--- config.mk ---
export PLATFORM = sky130hd
export DESIGN_NAME = sol_status_out
export DESIGN_NICKNAME = d
export VERILOG_FILES = /design/src/shared/sol_pkg.sv /design/src/core/sol_watchdog.sv /design/src/core/sol_status_out.sv
export SDC_FILE = /design/constraint.sdc
export NUM_CORES = 1
export LEC_CHECK = 0
export BUFFER_PORTS_ARGS = -buffer_cell sky130_fd_sc_hd__buf_2
export CORE_AREA = 2 2 111 194
export DETAILED_ROUTE_END_ITERATION = 10
export DIE_AREA = 0 0 113 196
export HOLD_SLACK_MARGIN = 0.1
export PLACE_DENSITY = 0.45
export SYNTH_ARGS = -nofsm -noshare
export SYNTH_HDL_FRONTEND = slang
export SYNTH_SLANG_ARGS = --single-unit
--- constraint.sdc ---
create_clock -name sys_clk -period 6.5 [get_ports sys_clk]
set_input_delay 0 -clock sys_clk [delete_from_list [all_inputs] [get_ports sys_clk]]
set_output_delay 0 -clock sys_clk [all_outputs]
set_load 0.02 [all_outputs]
--- src/shared/sol_pkg.sv ---
// Shared constants and types for the drive status-output logic.
`default_nettype none

package sol_pkg;

    // Clock and watchdog time base.
    localparam int CLK_PERIOD_NS = 10;
    localparam int WD_TICK_NS = 10_000_000;
    localparam int WD_TICK_CYCLES = WD_TICK_NS / CLK_PERIOD_NS;

    // Percent values are in tenths of a percent of full scale.
    localparam int PCT_W = 10;
    localparam logic [PCT_W-1:0] PCT_FULL = 10'h3e8;

    // Watchdog timeouts are counted in 10 ms ticks; zero disables the dog.
    localparam int WD_W = 16;

    // Logic combiner source selection.
    localparam int SEL_W = 4;
    localparam int NUM_SRC = 9;
    localparam int AUX_W = 5;
    localparam logic [SEL_W-1:0] SRC_BOOST = 4'h0;
    localparam logic [SEL_W-1:0] SRC_SERIAL_DC = 4'h1;
    localparam logic [SEL_W-1:0] SRC_OPTION_DC = 4'h2;
    localparam logic [SEL_W-1:0] SRC_LOW_LOAD = 4'h3;
    localparam logic [SEL_W-1:0] SRC_AUX0 = 4'h4;

    // Logic combiner operators.
    localparam logic [1:0] OP_AND = 2'h0;
    localparam logic [1:0] OP_OR = 2'h1;
    localparam logic [1:0] OP_XOR = 2'h2;

    // Reaction to a serial network timeout.
    localparam logic [2:0] RSP_TRIP = 3'h0;
    localparam logic [2:0] RSP_DECEL_TRIP = 3'h1;
    localparam logic [2:0] RSP_IGNORE = 3'h2;
    localparam logic [2:0] RSP_COAST = 3'h3;
    localparam logic [2:0] RSP_DECEL = 3'h4;
    localparam logic [7:0] ERR_CODE_COMM = 8'h3c;
    localparam logic [7:0] ERR_CODE_NONE = 8'h00;

    // Low-load detection modes.
    localparam logic [1:0] LL_OFF = 2'h0;
    localparam logic [1:0] LL_ALL = 2'h1;
    localparam logic [1:0] LL_CONST = 2'h2;

    // Run state of the drive.
    typedef enum logic {
        SOL_STOP = 1'b0,
        SOL_RUN = 1'b1
    } sol_run_t;

endpackage

`default_nettype wire

--- src/core/sol_watchdog.sv ---
// Communication watchdog that flags a link as lost after a silent timeout.
`default_nettype none

module sol_watchdog import sol_pkg::*; (
    input wire logic sys_clk, // System clock.
    input wire logic rst, // Synchronous reset, active high.
    input wire logic ce, // Clock enable; state freezes while low.
    input wire logic tick, // One-cycle 10 ms time base pulse.
    input wire logic msg_valid, // One-cycle pulse per valid message.
    input wire logic [WD_W-1:0] timeout, // Timeout in ticks, zero disables.
    output logic expired_ff // High while the link is considered lost.
);

    logic [WD_W-1:0] elapsed_ff;
    logic [WD_W-1:0] nxt_elapsed;
    logic nxt_expired;
    logic disabled;
    logic restart;

    // Restart on traffic, count ticks up to the timeout and then hold.
    assign disabled = (timeout == {WD_W{1'b0}});
    assign restart = disabled | msg_valid;
    assign nxt_elapsed = restart ? {WD_W{1'b0}} :
        ((tick && elapsed_ff < timeout) ? elapsed_ff + 1'b1 : elapsed_ff);
    assign nxt_expired = !restart && (elapsed_ff >= timeout);

    // Counter and flag registers.
    always_ff @(posedge sys_clk) begin
        if (rst) begin
            elapsed_ff <= {WD_W{1'b0}};
            expired_ff <= 1'b0;
        end else if (ce) begin
            elapsed_ff <= nxt_elapsed;
            expired_ff <= nxt_expired;
        end
    end

    a_wd_disabled_quiet: assert property (@(posedge sys_clk) disable iff (rst)
        (ce && disabled) |=> !expired_ff)
        else $error("watchdog flagged while disabled");

    a_wd_traffic_clears: assert property (@(posedge sys_clk) disable iff (rst)
        (ce && msg_valid) |=> (!expired_ff && elapsed_ff == {WD_W{1'b0}}))
        else $error("message did not restart watchdog");

    a_wd_silence_trips: assert property (@(posedge sys_clk) disable iff (rst)
        (ce && !restart && elapsed_ff >= timeout) |=> expired_ff)
        else $error("watchdog missed its timeout");

endmodule

`default_nettype wire

--- src/core/sol_status_out.sv ---
// Status-output logic: second-stage boost, link watchdogs, combiner, low load.
`default_nettype none

// Operation
// Running and PV below lower limit: boost on.
// PV above upper limit: boost off.
// PV between limits: boost holds previous state.
// Run command removed: stop, boost forced off.
// Setpoint and limits compared in percent.
// Second stage runs while boost is asserted.
// Serial silence past timeout: disconnect asserted.
// Regular serial traffic keeps disconnect off.
// Serial timeout acts per error-response selection.
// Option fieldbus watchdog with own timeout.
// Combiner inputs picked from other status outputs.
// Combiner applies AND, OR or XOR.
// Combiner output follows Boolean result.
// Current below threshold: low-load on.
// Current above threshold: low-load off.
// Valid message restarts watchdog; zero disables.
// Current equal to threshold: low-load holds.
module sol_status_out import sol_pkg::*; #(
    parameter int TICK_CYCLES = WD_TICK_CYCLES // Cycles per 10 ms tick.
) (
    input wire logic sys_clk, // System clock, 100 MHz.
    input wire logic rst, // Synchronous reset, active high.
    input wire logic ce, // Clock enable; all state freezes while low.
    input wire logic forward_run_cmd, // Forward run terminal, asynchronous.
    input wire logic fault_reset, // Trip reset terminal, asynchronous.
    input wire logic [PCT_W-1:0] process_variable, // PV, 0.1 percent units.
    input wire logic [PCT_W-1:0] setpoint_value, // Setpoint, 0.1 percent units.
    input wire logic [PCT_W-1:0] pv_limit_a, // PV lower limit, 0.1 percent.
    input wire logic [PCT_W-1:0] pv_limit_b, // PV upper limit, 0.1 percent.
    input wire logic serial_msg_valid, // Pulse per valid serial message.
    input wire logic [WD_W-1:0] serial_watchdog_timeout, // 10 ms ticks.
    input wire logic [2:0] comm_error_response_sel, // Serial timeout reaction.
    input wire logic option_msg_valid, // Pulse per valid fieldbus message.
    input wire logic [WD_W-1:0] option_watchdog_timeout, // 10 ms ticks.
    input wire logic [AUX_W-1:0] aux_status, // Other status outputs.
    input wire logic [SEL_W-1:0] logic_input_a_sel, // Combiner input A.
    input wire logic [SEL_W-1:0] logic_input_b_sel, // Combiner input B.
    input wire logic [1:0] logic_operator_sel, // Combiner operator.
    input wire logic [PCT_W-1:0] output_current, // Current, 0.1 percent.
    input wire logic [PCT_W-1:0] low_load_threshold, // Low-load level.
    input wire logic [1:0] low_load_mode_sel, // Low-load mode.
    input wire logic at_constant_speed, // Drive is at constant speed.
    output logic running_ff, // Drive is in run state.
    output logic second_stage_boost_out_ff, // Run command to stage two.
    output logic pv_below_setpoint_ff, // PV is under the setpoint.
    output logic serial_net_disconnect_out_ff, // Serial link lost.
    output logic option_net_disconnect_out_ff, // Fieldbus link lost.
    output logic comm_trip_ff, // Drive tripped on a serial timeout.
    output logic [7:0] trip_error_code_ff, // Alarm code of the trip.
    output logic comm_decel_ff, // Request to decelerate to stop.
    output logic comm_coast_ff, // Request to let the motor coast.
    output logic logic_out_ff, // Combined logic output.
    output logic low_load_out_ff // Output current is low.
);

    // Picks one of the nine status sources; an unused code reads as zero.
    function automatic logic sol_pick(input logic [SEL_W-1:0] sel,
                                      input logic [NUM_SRC-1:0] src);
        logic bit_val;
        bit_val = 1'b0;
        if (sel < SEL_W'(NUM_SRC)) begin
            bit_val = src[sel];
        end
        return bit_val;
    endfunction

    logic run_meta_ff;
    logic run_sync_ff;
    logic rstc_meta_ff;
    logic rstc_sync_ff;
    sol_run_t run_state_ff;
    sol_run_t nxt_run_state;
    logic [31:0] tick_cnt_ff;
    logic tick_ff;
    logic serial_dc_prev_ff;
    logic nxt_boost;
    logic pv_low;
    logic pv_high;
    logic cur_low;
    logic cur_high;
    logic ll_enabled;
    logic nxt_low_load;
    logic [NUM_SRC-1:0] logic_src;
    logic pick_a;
    logic pick_b;
    logic nxt_logic;
    logic serial_timeout_evt;
    logic rsp_trip;
    logic rsp_decel;
    logic rsp_coast;
    logic nxt_trip;
    logic nxt_decel;
    logic nxt_coast;

    // Terminals come from outside the clock domain and pass two flip-flops.
    always_ff @(posedge sys_clk) begin
        if (rst) begin
            run_meta_ff <= 1'b0;
            run_sync_ff <= 1'b0;
            rstc_meta_ff <= 1'b0;
            rstc_sync_ff <= 1'b0;
        end else if (ce) begin
            run_meta_ff <= forward_run_cmd;
            run_sync_ff <= run_meta_ff;
            rstc_meta_ff <= fault_reset;
            rstc_sync_ff <= rstc_meta_ff;
        end
    end

    // Run state follows the forward command; removal enters the stop state.
    assign nxt_run_state = run_sync_ff ? SOL_RUN : SOL_STOP;

    // Hysteresis comparisons in tenths of a percent of full scale.
    assign pv_low = process_variable < pv_limit_a;
    assign pv_high = process_variable > pv_limit_b;
    assign nxt_boost = (run_state_ff == SOL_STOP) ? 1'b0 :
        (pv_low ? 1'b1 :
        (pv_high ? 1'b0 :
        second_stage_boost_out_ff));

    // Boost, run and setpoint status registers.
    always_ff @(posedge sys_clk) begin
        if (rst) begin
            run_state_ff <= SOL_STOP;
            running_ff <= 1'b0;
            second_stage_boost_out_ff <= 1'b0;
            pv_below_setpoint_ff <= 1'b0;
        end else if (ce) begin
            run_state_ff <= nxt_run_state;
            running_ff <= (nxt_run_state == SOL_RUN);
            second_stage_boost_out_ff <= nxt_boost;
            pv_below_setpoint_ff <= process_variable < setpoint_value;
        end
    end

    // Shared 10 ms time base for both watchdogs.
    always_ff @(posedge sys_clk) begin
        if (rst) begin
            tick_cnt_ff <= 32'h0;
            tick_ff <= 1'b0;
        end else if (ce) begin
            tick_ff <= (tick_cnt_ff == 32'(TICK_CYCLES - 1));
            tick_cnt_ff <= (tick_cnt_ff == 32'(TICK_CYCLES - 1)) ? 32'h0 : tick_cnt_ff + 32'h1;
        end
    end

    // Serial network watchdog.
    sol_watchdog u_serial_wd (
        .sys_clk(sys_clk),
        .rst(rst),
        .ce(ce),
        .tick(tick_ff),
        .msg_valid(serial_msg_valid),
        .timeout(serial_watchdog_timeout),
        .expired_ff(serial_net_disconnect_out_ff)
    );

    // Fieldbus option watchdog with its own timeout.
    sol_watchdog u_option_wd (
        .sys_clk(sys_clk),
        .rst(rst),
        .ce(ce),
        .tick(tick_ff),
        .msg_valid(option_msg_valid),
        .timeout(option_watchdog_timeout),
        .expired_ff(option_net_disconnect_out_ff)
    );

    // Timeout reaction; the timeout event wins over a reset in the same cycle.
    assign serial_timeout_evt = serial_net_disconnect_out_ff && !serial_dc_prev_ff;
    assign rsp_trip = (comm_error_response_sel == RSP_TRIP) ||
        (comm_error_response_sel == RSP_DECEL_TRIP);
    assign rsp_decel = (comm_error_response_sel == RSP_DECEL_TRIP) ||
        (comm_error_response_sel == RSP_DECEL);
    assign rsp_coast = (comm_error_response_sel == RSP_TRIP) ||
        (comm_error_response_sel == RSP_COAST);
    assign nxt_trip = (serial_timeout_evt && rsp_trip) || (comm_trip_ff && !rstc_sync_ff);
    assign nxt_decel = (serial_timeout_evt && rsp_decel) || (comm_decel_ff && running_ff);
    assign nxt_coast = (serial_timeout_evt && rsp_coast) || (comm_coast_ff && running_ff);

    // Serial timeout reaction registers.
    always_ff @(posedge sys_clk) begin
        if (rst) begin
            serial_dc_prev_ff <= 1'b0;
            comm_trip_ff <= 1'b0;
            trip_error_code_ff <= ERR_CODE_NONE;
            comm_decel_ff <= 1'b0;
            comm_coast_ff <= 1'b0;
        end else if (ce) begin
            serial_dc_prev_ff <= serial_net_disconnect_out_ff;
            comm_trip_ff <= nxt_trip;
            trip_error_code_ff <= nxt_trip ? ERR_CODE_COMM : ERR_CODE_NONE;
            comm_decel_ff <= nxt_decel;
            comm_coast_ff <= nxt_coast;
        end
    end

    // Logic combiner over the other status outputs.
    assign logic_src = {aux_status, low_load_out_ff, option_net_disconnect_out_ff,
        serial_net_disconnect_out_ff, second_stage_boost_out_ff};
    assign pick_a = sol_pick(logic_input_a_sel, logic_src);
    assign pick_b = sol_pick(logic_input_b_sel, logic_src);
    assign nxt_logic = (logic_operator_sel == OP_AND) ? (pick_a & pick_b) :
        ((logic_operator_sel == OP_OR) ? (pick_a | pick_b) :
        ((logic_operator_sel == OP_XOR) ? (pick_a ^ pick_b) : 1'b0));

    // Low-load comparison; equality keeps the previous state.
    assign cur_low = output_current < low_load_threshold;
    assign cur_high = output_current > low_load_threshold;
    assign ll_enabled = (low_load_mode_sel == LL_ALL && running_ff) ||
        (low_load_mode_sel == LL_CONST && running_ff && at_constant_speed);
    assign nxt_low_load = !ll_enabled ? 1'b0 :
        (cur_low ? 1'b1 : (cur_high ? 1'b0 : low_load_out_ff));

    // Combiner and low-load registers.
    always_ff @(posedge sys_clk) begin
        if (rst) begin
            logic_out_ff <= 1'b0;
            low_load_out_ff <= 1'b0;
        end else if (ce) begin
            logic_out_ff <= nxt_logic;
            low_load_out_ff <= nxt_low_load;
        end
    end

    a_boost_stop_off: assert property (@(posedge sys_clk) disable iff (rst)
        (ce && !run_sync_ff) ##1 ce |=> !second_stage_boost_out_ff)
        else $error("boost stayed on after run removal");

    a_boost_low_on: assert property (@(posedge sys_clk) disable iff (rst)
        (ce && run_state_ff == SOL_RUN && pv_low) |=> second_stage_boost_out_ff)
        else $error("boost not set under lower limit");

    a_boost_high_off: assert property (@(posedge sys_clk) disable iff (rst)
        (ce && !pv_low && pv_high) |=> !second_stage_boost_out_ff)
        else $error("boost not cleared over upper limit");

    a_boost_band_hold: assert property (@(posedge sys_clk) disable iff (rst)
        (ce && run_state_ff == SOL_RUN && !pv_low && !pv_high)
        |=> $stable(second_stage_boost_out_ff))
        else $error("boost changed inside the band");

    a_trip_code: assert property (@(posedge sys_clk) disable iff (rst)
        (ce && serial_timeout_evt && rsp_trip)
        |=> (comm_trip_ff && trip_error_code_ff == ERR_CODE_COMM))
        else $error("serial timeout did not trip");

    a_logic_result: assert property (@(posedge sys_clk) disable iff (rst)
        (ce && logic_operator_sel == OP_OR) |=> (logic_out_ff == $past(pick_a | pick_b)))
        else $error("combiner or wrong");

    a_logic_xor: assert property (@(posedge sys_clk) disable iff (rst)
        (ce && logic_operator_sel == OP_XOR) |=> (logic_out_ff == $past(pick_a ^ pick_b)))
        else $error("combiner exclusive or wrong");

    a_low_load_set: assert property (@(posedge sys_clk) disable iff (rst)
        (ce && ll_enabled && cur_low) |=> low_load_out_ff)
        else $error("low load not flagged");

    a_low_load_clear: assert property (@(posedge sys_clk) disable iff (rst)
        (ce && cur_high) |=> !low_load_out_ff)
        else $error("low load not cleared");

    a_low_load_hold: assert property (@(posedge sys_clk) disable iff (rst)
        (ce && ll_enabled && !cur_low && !cur_high) |=> $stable(low_load_out_ff))
        else $error("low load changed at equality");

endmodule

`default_nettype wire

### Word-level counts from Yosys, hierarchy flattened

Cells that the tools add are included.
Widths: inputs -> output; s select.

| cells by class | value |
|---|---|
| mux-type cells | 22 |
| equal/unequal tests | 10 |
| bitwise logic cells | 5 |
| add/subtract/negate cells | 3 |
| reductions and logical operators | 35 |
| $lt $le $gt $ge | 13 |

Operator list:

| kind | count |
|---|---|
| $mux 16 | 4 |
| $add 16x1->16 const B | 2 |
| $add 32x1->32 const B | 1 |
| $eq 32x20->1 const B | 1 |
| $ge 16x16->1 | 2 |
| $logic_not 16->1 | 2 |
| $lt 16x16->1 | 2 |
| $mux 32 | 1 |
| $lt 10x10->1 | 3 |
| $gt 10x10->1 | 2 |
| $logic_and 1x1->1 | 14 |
| $mux 1 | 14 |
| $lt 4x5->1 const B | 2 |
| $bmux 1 s4 | 2 |
| $lt 4x4->1 const B | 2 |
| $reduce_and 2->1 | 4 |
| $logic_or 1x1->1 | 7 |
| $mux 6 | 1 |
| $eq 2x1->1 const B | 2 |
| $eq 2x2->1 const B | 2 |
| $logic_not 1->1 | 4 |
| $reduce_bool 2->1 | 2 |
| $eq 3x1->1 const B | 1 |
| $eq 3x2->1 const B | 1 |
| 8 further kinds | 10 |

| word-level totals | value |
|---|---|
| register bits after elaboration | 88 |
| input port bits | 120 |
| output and inout bits | 18 |

### Longest topological paths before layout

Gate-level depths: netlist of the first run.

| depth | value |
|---|---|
| word-level depth | 7 |
| mapped depth | 11 |

### Cells and area by module

From an unflattened synthesis of the first run, not the netlist that was laid out.

| unflattened totals | value |
|---|---|
| cell total of the unflattened synthesis | 772 |
| area, all modules | 6258.5 um2 |

Modules (own cells, without submodules):

| module | area an instance (um2) | cells an instance | instances |
|---|---|---|---|
| sol_status_out | 3398.3 | 410 | 1 |
| sol_watchdog | 1430.1 | 181 | 2 |

### Worst setup path before layout of the first run

No wires, ideal clock.

| timing | value |
|---|---|
| path type | flip-flop to flip-flop |
| start | register u_serial_wd.elapsed_ff[11] |
| end | register u_serial_wd.elapsed_ff[5] |
| cell stages (with the launch flop) | 10 |
| required time | 6426 ps |
| data arrival time | 2273 ps |
| path buffers | 2 |
| slack | 4153 ps |
| cells stage by stage | dfxtp_1 ha_1 a21oi_2 o21a_1 o2bb2ai_2 or3_1 buf_6 buf_8 or4_1 a31oi_1 |

| between the ends | value |
|---|---|
| longest elaborated chain between the ends | 4 |

Ends and longest elaborated chain:

| item | line | source |
|---|---|---|
| from (decl) | sol_watchdog.sv:14 | `logic [WD_W-1:0] elapsed_ff;` |
| from (signal assigned) | sol_watchdog.sv:30 | `elapsed_ff <= {WD_W{1'b0}};` |
| from (signal assigned) | sol_watchdog.sv:33 | `elapsed_ff <= nxt_elapsed;` |
| $lt 16x16->1 | sol_watchdog.sv:24 | `((tick && elapsed_ff < timeout) ? elapsed_ff + 1'b1 : elapsed_ff);` |
| $logic_and 1x1->1 | sol_watchdog.sv:24 |  |
| $reduce_bool 2->1 (no source line) | n/a |  |
| $reduce_and 2->1 (no source line) | n/a |  |

Every way passes these cells.
A chain may end at the register's enable or synchronous reset.

### Final worst setup path of the first run

| timing | value |
|---|---|
| start | register u_option_wd.elapsed_ff[13] |
| end | register u_option_wd.elapsed_ff[7] |

| between the ends | value |
|---|---|
| longest elaborated chain between the ends | 4 |

Ends and longest elaborated chain:

| item | line |
|---|---|
| from (decl) | sol_watchdog.sv:14 |
| from (signal assigned) | sol_watchdog.sv:30 |
| from (signal assigned) | sol_watchdog.sv:33 |
| $lt 16x16->1 | sol_watchdog.sv:24 |
| $logic_and 1x1->1 | sol_watchdog.sv:24 |
| $reduce_bool 2->1 (no source line) | n/a |
| $reduce_and 2->1 (no source line) | n/a |

Every way passes these cells.

==> results.yml, run 1 <==
timing:
  finalWorstSetupSlack_ns: 3.72
  setup_viol: 0
  slew_headroom_pct: 29.7
  min_period_over_period_pct: 42.7
  finClkSkew_ns: 0.00727
  worstMarginPinSlew_ns: 1.05
  period_needed_ns: 2.78
  rsz0062_at_grt: "no"
  final-hold-violation-count: 0
  finalSetupTns_ns: 0
  slew_violations: 0
  fmax_mhz: 360
clock_network:
  cts_buffers: 9
  htree_levels: 3
  hold_buffers: 5
  clock-root-buffer: "clkbuf_16"
  cts_sinks: 80
  clock_path_buffers: 2
  clk_pin_slew_ns: 0.06
  cts_tree: "built"
  post_cts.repair.setup_buffers: 0
  worstSkewPairLatency_ns: 0.34
  cts_resized: 0
synth:
  synth_edf_count: 0
  avgSynthCellArea_um2: 7.82
  syn_area_um2: 6120
  ys_warn_count: 0
  synth_cell_types: 62
  ys_seq_area_share_pct: 26.2
  syn-instance-count: 783
  async_flop_share_pct: 0
  synthFlopType: "dfxtp_1"
  ys_ff_latch: 80
worst_setup_path:
  critPathLaunchType: "flip-flop"
  crit_fanout: 22
  max_stage_delay_ns: 0.65
  critical_path_arrival_ns: 3.04
  r2r_end: "u_option_wd.elapsed_ff[7]"
  crit_path_end_kind: "flip-flop"
  worstRegToRegCells: 7
  cp.required_ns: 6.76
  slowest_stage: "or3_1"
  crit-reg2reg-launch: "u_option_wd.elapsed_ff[13]"
  cp-startpoint: "u_option_wd.elapsed_ff[13]"
  path_class: "flip-flop to flip-flop"
  regToRegSetupSlack_ns: 3.72
  path_cells: "ha_1 -> a21oi_1 -> a2bb2oi_1 -> o2111ai_1 -> or3_1 -> or4_1 -> a31oi_1"
route:
  drt_pass1_iterations: 8
  drt-total-wl_mm: 18.3
  post_drt_wl_per_cell_um: 15.7
  postRouteAntennaNets: 0
  viasPerCell: 5.15
  route.detailed.drc: 6
  vias: 5988
  drtIter0Drc: 249
placed_design:
  post-place-ws_ns: 3.74
  dp_hpwl_mm: 14.7
  gp_congestion: 0.787
  port_buffers: 133
floorplanning:
  start_util_pct: 29.6
  core.rowCount: 70
  dieWidth_um: 113
  chipHeight_um: 196
  core_area_um2: 20700
  dieArea_um2: 22100
  num_io_pins: 138
global_routing:
  track_usage_pct: 16.8
  grt_overflow: 0
  grt_pass1_wl_mm: 29.6
  grt_max_degree: 42
  grt_pass1_vias: 6072
  antenna_found_initial: 1
pwr:
  peakVddDrop_uv: 99.6
  power_density_nw_per_um2: 158
  power_w: 0.00115
  p_leak_nw: 3.26
job:
  maxCapViolations: 0
cells_and_area:
  largest_reg_flops: 32
  reg.largest.list: "tick_cnt_ff x32, u_option_wd.elapsed_ff x16, u_serial_wd.elapsed_ff x16"
  final_layout_size_suffix_gt1_share_pct: 18.2
  largest-register: "tick_cnt_ff"
  area_delta_synth_final_pct: 19.0
  nNetsFinal: 1102
min_path:
  hold_class: "input port to flip-flop"
  hold_path_depth: 5
  min_to: "comm_decel_ff"
  hp-start: "comm_error_response_sel[0]"
run_status:
  outcome: "finished with violations"
  violations: "DRC"
placed cells by master (no fill, tap or decap), types with 19 or more instances in the layout:
cell type / Yosys / final
buf_2: 0 / 133
inv_1: 86 / 86
nand2_1: 83 / 83
dfxtp_1: 80 / 80
ha_1: 75 / 75
nor2_1: 60 / 60
a21oi_1: 45 / 45
nand3_1: 33 / 33
nand4_1: 26 / 26
o211ai_1: 23 / 23
a31oi_1: 20 / 20
or4_1: 19 / 19
worst max-delay path by stage:
stage                                 end  slack, ns  cells after the start
2_1_floorplan   u_serial_wd.elapsed_ff[5]       4.15                      9
3_3_place_gp    u_option_wd.elapsed_ff[3]       3.79                      7
3_5_place_dp   u_serial_wd.elapsed_ff[13]       3.74                      7
4_1_cts         u_option_wd.elapsed_ff[7]       3.71                      7
5_1_grt         u_serial_wd.elapsed_ff[6]       3.52                      7
6_report        u_option_wd.elapsed_ff[7]       3.72                      7
Yosys cell counts, drive strengths merged, types with 3 or more instances:
cell | n | area, um2
o21a | 6 | 45.0
a211o | 3 | 26.3
nor2b | 7 | 43.8
or4 | 19 | 143
nand3 | 33 | 165
dfxtp | 80 | 1600
a31oi | 20 | 125
nand2b | 6 | 37.5
buf | 15 | 131
and4 | 5 | 43.8
nand4 | 27 | 175
o21ai | 16 | 80.1
xnor2 | 10 | 87.6
or3 | 15 | 93.8
inv | 86 | 323
nor3 | 12 | 60.1
ha | 75 | 938
o211ai | 24 | 185
nor4b | 3 | 26.3
or2 | 3 | 18.8
nor2 | 60 | 225
clkbuf | 19 | 71.3
mux4 | 4 | 90.1
mux2i | 8 | 80.1
a2bb2oi | 3 | 26.3
o2111ai | 3 | 26.3
a21oi | 48 | 252
and3 | 12 | 75.1
xor2 | 17 | 149
and2 | 4 | 25.0
a21o | 10 | 75.1
nand2 | 84 | 318
nor4 | 17 | 106
nand3b | 4 | 30.0
worst max-delay path: cells and delay by family, from the launching register on:
kind | cells | cell delay (ns)
simple gates | 2 | 1.25
compound gates | 4 | 0.74
flops | 1 | 0.42
fa+ha+maj | 1 | 0.28
per-stage QoR:
stage                     cells  util (%)  area, um2  hold slack [ns]
after floorplan             786         -       6130            0.147
after global placement     1143      33.7       6960            0.238
after detailed placement   1143      33.7       6960            0.247
after CTS                  1162      35.2       7280            0.109
after global routing       1163      35.2       7280            0.168
final                      1163      35.2       7280            0.112
power breakdown:
group / internal, W / leakage, nW / switching, W
Sequential: 0.000494 / 0.645 / 0.00000258
Clock: 0.000286 / 0.135 / 0.000195
Combinational: 0.0000749 / 2.48 / 0.0000944
Total: 0.000855 / 3.26 / 0.000291
area by class of cell:
class / instances / area [um2]
diodes: 1 / 2.50
well taps: 252 / 315
fillers: 2268 / 13400
flip-flops and latches: 80 / 1600
inverters: 86 / 323
repair buffers: 144 / 761
clock buffers: 14 / 274
multi-input cells: 586 / 4010
per-layer routing:
layer / track usage (%) / routed length, um
met2: 34.4 / 10600
met3: 2.10 / 434
met5: 0 / 0
met1: 16.9 / 6850
met4: 5.56 / 390
logic make-up after synthesis:
kind of cell | synth area share (%)
AOI/OAI and AO/OA | 16.9
xor gates and xnor gates | 3.86
adders and majority gates | 15.3
buffers and inverters | 8.59
DFF | 26.2
muxes | 2.78
other | 0.0613
and+or+nand+nor | 26.3
No activity file was read; power rests on OpenSTA's default activity.
==> inputs of run 2 (changes only) <==
--- a/config.mk
+++ b/config.mk
@@ -5,12 +5,13 @@
 export SDC_FILE = /design/constraint.sdc
 export NUM_CORES = 1
 export LEC_CHECK = 0
+export ABC_AREA = 1
 export BUFFER_PORTS_ARGS = -buffer_cell sky130_fd_sc_hd__buf_2
-export CORE_AREA = 2 2 111 194
+export CORE_AREA = 2 2 116 202
 export DETAILED_ROUTE_END_ITERATION = 10
-export DIE_AREA = 0 0 113 196
+export DIE_AREA = 0 0 118 204
 export HOLD_SLACK_MARGIN = 0.1
-export PLACE_DENSITY = 0.45
+export PLACE_DENSITY = 0.46
 export SYNTH_ARGS = -nofsm -noshare
 export SYNTH_HDL_FRONTEND = slang
 export SYNTH_SLANG_ARGS = --single-unit
==> constraint.sdc (replaced) <==
create_clock -name sys_clk -period 2.4 [get_ports sys_clk]
set_input_delay 0 -clock sys_clk [delete_from_list [all_inputs] [get_ports sys_clk]]
set_output_delay 0 -clock sys_clk [all_outputs]
set_load 0.02 [all_outputs]
==> run 2 against run 1 <==
- the flow now finishes without violations
- critical path type unchanged
- largest power group is now the clock network
- die area is 8.7% higher
- area after synthesis up 7.8%
- count of clock-buffer cells in the layout is 4 lower
- sequential power grew to 2.8 times the previous value
==> results.yml, run 2 <==
worst_setup_path:
  cp.required_ns: 2.60
  crit_path_end_kind: "flip-flop"
  slowest_stage: "dfxtp_1"
  critPathLaunchType: "flip-flop"
  critPathMostFrequentCell: "nand2_1"
  crit_fanout: 13
  critical_path_arrival_ns: 2.28
  max_stage_delay_ns: 0.44
  path_class: "flip-flop to flip-flop"
  path_cells: "ha_1 -> nand2_1 -> nand2_1 -> nand3_1 -> nand2_1 -> a21oi_1 -> nand3_1 -> nand2_2 -> nand2_1 -> nand2_1 -> a21oi_1"
timing:
  worstMarginPinSlew_ns: 0.793
  slew_violations: 0
  period_needed_ns: 2.08
  rsz0062_at_grt: "no"
  min_period_over_period_pct: 86.7
  final-hold-violation-count: 0
  slew_headroom_pct: 47.0
  finalSetupTns_ns: 0
  fmax_mhz: 480
  setup_viol: 0
  finClkSkew_ns: 0.00659
clock_network:
  htree_levels: 3
  worstSkewPairLatency_ns: 0.34
  cts_buffers: 9
  post_cts.repair.setup_buffers: 0
  clk_pin_slew_ns: 0.07
  cts_tree: "built"
  cts_sinks: 80
  clock-root-buffer: "clkbuf_16"
  clock_path_buffers: 2
  cts_resized: 0
  hold_buffers: 10
route:
  drt_pass1_iterations: 5
  vias: 7100
  post_drt_wl_per_cell_um: 14.9
  drt-total-wl_mm: 22.1
  route.detailed.drc: 0
  drtIter0Drc: 266
  postRouteAntennaNets: 0
  viasPerCell: 4.78
synth:
  synth_common_cells: "211 x nand2_1, 152 x inv_1, 136 x nor2_1"
  synth_edf_count: 0
  synth_most_common_cell: "nand2_1"
  ys_warn_count: 0
  synth_largest_area_cell: "dfxtp_1"
  ys_ff_latch: 80
  synth_area_leaders: "dfxtp_1 24%, ha_1 14%, nand2_1 12%"
  synthFlopType: "dfxtp_1"
  avgSynthCellArea_um2: 6.38
  ys_seq_area_share_pct: 24.3
  synth_cell_types: 44
  synth_top_area_share_pct: 24.3
  syn_area_um2: 6600
  async_flop_share_pct: 0
  syn-instance-count: 1034
floorplanning:
  core_area_um2: 22600
  start_util_pct: 29.2
  dieArea_um2: 24100
  core.rowCount: 73
  dieWidth_um: 118
  num_io_pins: 138
  chipHeight_um: 204
cells_and_area:
  nNetsFinal: 1376
  largest-register: "tick_cnt_ff"
  ff_latch_area_um2: 1600
  area_delta_synth_final_pct: 22.1
  largest_reg_flops: 32
  n_fill_cell: 2540
  final_cell_mix: "211 x nand2_1, 152 x inv_1, 136 x nor2_1, 133 x buf_2, 101 x a21oi_1"
  diodes: 0
  final_layout_size_suffix_gt1_share_pct: 16.3
  multi_input_area_um2: 4270
  mostFrequentLayoutCell: "nand2_1"
  reg.largest.list: "tick_cnt_ff x32, u_option_wd.elapsed_ff x16, u_serial_wd.elapsed_ff x16"
global_routing:
  grt_max_degree: 44
  antenna_found_initial: 0
  grt_overflow: 0
  track_usage_pct: 18.1
  grt_pass1_vias: 7095
  grt_pass1_wl_mm: 34.7
placed_design:
  port_buffers: 133
  gp_congestion: 0.875
  dp_hpwl_mm: 18.0
min_path:
  hold_class: "input port to flip-flop"
job:
  maxCapViolations: 0
pwr:
  peakVddDrop_uv: 259
  power_w: 0.00346
  p_leak_nw: 3.78
  power_density_nw_per_um2: 430
run_status:
  outcome: "complete, no violations"
run 2: cell types whose count changed after synthesis, sizes merged, moves of 13 or more:
cell,delta
or3,-15
inv,+70
a31oi,-19
nand3,+40
nor2,+81
nor4,-13
o21ai,+20
o211ai,-18
nand2,+132
a21oi,+53
nor3,+21
or4,-19
run 2: routing by layer:
metal	up-vias	wire (um)	GRT usage, %	part of all wire, %
li1	3684	-	-	-
met1	3238	7690	16.8	35
met2	132	13100	38.4	59
met3	46	460	1.65	2.1
met4	0	855	8.56	3.9
met5	-	0	0	0
run 2: where the power goes:
group / switching (W) / internal, W / total (W)
combinational: 0.000325 / 0.000231 / 0.000557
clock: 0.000611 / 0.000918 / 0.00153
sequential: 0.0000254 / 0.00135 / 0.00137
run 2: kinds of logic (layout without fill, tap and decap cells):
logic type | after synthesis | in the layout | synth area share (%)
buf+inv | 185 | 334 | 11.2
simple gates | 511 | 511 | 34.3
compound gates | 164 | 164 | 13.6
xor+xnor | 18 | 18 | 2.39
flops | 80 | 80 | 24.3
fa+ha+maj | 75 | 75 | 14.2
other cells | 1 | 4 | 0.0568
run 2: final cells by class:
type / instances / share of cell area, %
Inverter: 156 / 7.27
Clock inverter: 6 / 1.15
Timing Repair Buffer: 162 / 11.3
Clock buffer: 10 / 2.84
Multi-Input combinational cell: 772 / 52.9
Tap cell: 300 / 4.66
Sequential cell: 80 / 19.9
run 2: path summary, 6_finish.rpt:
check | start | to | slack (ns) | cells past startpoint
setup / recovery | u_serial_wd.elapsed_ff[9] | u_serial_wd.elapsed_ff[11] | 0.32 | 11
hold / removal | ce | tick_cnt_ff[2] | 0.13 | 4
setup reg to reg | u_serial_wd.elapsed_ff[9] | u_serial_wd.elapsed_ff[11] | 0.32 | 11
hold reg to reg | serial_dc_prev_ff | serial_dc_prev_ff | 0.47 | 2
run 2: worst max-delay path: cells and delay by family, from the launching register on:
family          cells  cell delay [ns]
fa+ha+maj           1             0.30
flops               1             0.44
simple gates        8             0.94
compound gates      2             0.26
run 2: stage by stage:
stage | area, um2 | instances | hold WS, ns | setup WS, ns | utilization (%)
2_1_floorplan | 6610 | 1037 | 0.135 | 0.464 | -
3_3_place_gp | 7640 | 1460 | 0.282 | 0.358 | 33.9
3_5_place_dp | 7640 | 1460 | 0.283 | 0.355 | 33.9
4_1_cts | 8060 | 1486 | 0.112 | 0.325 | 35.7
5_1_grt | 8060 | 1486 | 0.120 | 0.0639 | 35.7
6_report | 8060 | 1486 | 0.128 | 0.318 | 35.7
==> inputs of run 3 (changes only) <==
--- a/config.mk
+++ b/config.mk
@@ -11,7 +11,7 @@
 export DETAILED_ROUTE_END_ITERATION = 10
 export DIE_AREA = 0 0 118 204
 export HOLD_SLACK_MARGIN = 0.1
-export PLACE_DENSITY = 0.46
+export PLACE_DENSITY = 0.44
 export SYNTH_ARGS = -nofsm -noshare
 export SYNTH_HDL_FRONTEND = slang
 export SYNTH_SLANG_ARGS = --single-unit
==> constraint.sdc (replaced) <==
create_clock -name sys_clk -period 2.3 [get_ports sys_clk]
set_input_delay 0 -clock sys_clk [delete_from_list [all_inputs] [get_ports sys_clk]]
set_output_delay 0 -clock sys_clk [all_outputs]
set_load 0.02 [all_outputs]
==> run 3 against run 2 <==
- hold slack lost 0.022 ns
- die area did not move
- maximum frequency rose by 2.5%
- critical endpoint is now tick_cnt_ff[1]
- critical path type unchanged
- total power rose by 0.29%
- first-iteration DRC count shrank 6.0%
- flip-flop and latch count is the same
==> results.yml, run 3 (synthesis results as in run 2) <==
worst_setup_path:
  path_class: "flip-flop to flip-flop"
  cp.required_ns: 2.53
  crit-reg2reg-launch: "tick_cnt_ff[0]"
  crit_path_end_kind: "flip-flop"
  worstRegToRegCells: 9
  critPathLaunchType: "flip-flop"
  critical_path_arrival_ns: 2.26
  crit_fanout: 13
  r2r_end: "tick_cnt_ff[1]"
  regToRegSetupSlack_ns: 0.27
placed_design:
  port_buffers: 133
  post-place-ws_ns: 0.255
  gp_congestion: 0.825
  dp_hpwl_mm: 18.4
clock_network:
  worstSkewPairLatency_ns: 0.36
  clk_pin_slew_ns: 0.07
  clock_path_buffers: 2
  clock-root-buffer: "clkbuf_16"
  cts_sinks: 80
  cts_tree: "built"
  htree_levels: 3
  cts_buffers: 9
floorplanning:
  core.rowCount: 73
  dieArea_um2: 24100
  dieWidth_um: 118
  core_area_um2: 22600
  start_util_pct: 29.2
  num_io_pins: 138
  chipHeight_um: 204
timing:
  slew_headroom_pct: 50.5
  min_period_over_period_pct: 88.3
  finClkSkew_ns: 0.00904
  finalSetupTns_ns: 0
  finalWorstSetupSlack_ns: 0.269
  worstMarginPinSlew_ns: 0.742
  setup_viol: 0
  period_needed_ns: 2.03
  slew_violations: 0
  rsz0062_at_grt: "no"
  fmax_mhz: 492
  final-hold-violation-count: 0
cells_and_area:
  nNetsFinal: 1384
  final_cell_mix: "210 x nand2_1, 152 x inv_1, 136 x nor2_1, 133 x buf_2, 101 x a21oi_1"
  largest_reg_flops: 32
  final_layout_size_suffix_gt1_share_pct: 17.0
  largest-register: "tick_cnt_ff"
  n_fill_cell: 2544
  area_delta_synth_final_pct: 22.9
  multi_input_area_um2: 4270
  reg.largest.list: "tick_cnt_ff x32, u_option_wd.elapsed_ff x16, u_serial_wd.elapsed_ff x16"
  mostFrequentLayoutCell: "nand2_1"
  ff_latch_area_um2: 1600
pwr:
  peakVddDrop_uv: 264
  p_leak_nw: 3.81
  power_density_nw_per_um2: 428
global_routing:
  antenna_found_initial: 1
  grt_max_degree: 32
  grt_pass1_wl_mm: 35.3
  track_usage_pct: 18.7
  grt_overflow: 0
  grt_pass1_vias: 7073
route:
  drt_pass1_iterations: 4
  viasPerCell: 4.75
  vias: 7102
  route.detailed.drc: 0
  post_drt_wl_per_cell_um: 15.0
  drt-total-wl_mm: 22.4
  postRouteAntennaNets: 0
  drtIter0Drc: 250
job:
  maxCapViolations: 0
min_path:
  hold_path_depth: 4
  min_to: "tick_cnt_ff[2]"
  hp-start: "ce"
  hold_class: "input port to flip-flop"
run_status:
  outcome: "complete, no violations"
[run 3: repair_timing]
action                                 4_1_cts  5_1_grt
endpoints found under the hold margin        7        0
setup buffers                                0        0
setup endpoints to repair                    0        2
hold buffers                                11        0
resized for setup                            0        2
[run 3: final cells by class]
class | instances | area share (%)
antenna | 1 | 0.0309
clock buffer | 10 | 2.95
clock inverter | 6 | 0.617
inverter | 156 | 7.22
multi-input combinational | 772 | 52.7
sequential | 80 | 19.8
tap | 300 | 4.63
timing repair buffer | 170 | 12.1
[run 3: worst max path at each step]
stage,from,to,cells past startpoint
final,tick_cnt_ff[0],tick_cnt_ff[1],9
after global routing,second_stage_boost_out_ff,logic_out_ff,13
after CTS,u_serial_wd.elapsed_ff[5],u_serial_wd.elapsed_ff[2],12
after detailed placement,u_serial_wd.elapsed_ff[5],u_serial_wd.elapsed_ff[2],12
after global placement,tick_cnt_ff[0],tick_cnt_ff[1],9
after floorplan,second_stage_boost_out_ff,logic_out_ff,13
[run 3: where the power goes]
group	switching (W)	internal, W	leakage (nW)	total, W
clock	0.000673	0.000775	0.136	0.00145
sequential	0.0000220	0.00141	0.648	0.00143
combinational	0.000344	0.000249	3.03	0.000593
total	0.00104	0.00243	3.81	0.00347
[run 3: layer usage]
layer | share of wire [%] | vias to the layer above | track usage [%]
li1 | - | 3708 | -
met1 | 35 | 3234 | 17.4
met2 | 59 | 112 | 39.3
met3 | 1.7 | 48 | 1.26
met4 | 4.2 | 0 | 10.4
met5 | 0 | - | 0
[run 3: through the flow]
step | util [%] | std cells | power (W) | hold WS (ns) | instance area [um2]
2_1_floorplan | - | 1037 | 0.00180 | 0.135 | 6610
3_3_place_gp | 34.1 | 1467 | 0.00205 | 0.276 | 7700
3_5_place_dp | 34.1 | 1467 | 0.00205 | 0.277 | 7700
4_1_cts | 35.9 | 1494 | 0.00352 | 0.101 | 8100
5_1_grt | 35.9 | 1495 | 0.00366 | 0.133 | 8110
6_report | 35.9 | 1495 | 0.00347 | 0.106 | 8110
[run 3: critical path, cell delays in order, from the launching register on]
cell	delay (ns)
dfxtp_1	0.39
ha_1	0.24
nand3_1	0.14
nor2_1	0.22
nand3_1	0.15
nor2_1	0.20
nor2_1	0.10
buf_12	0.16
inv_2	0.21
a211oi_1	0.08
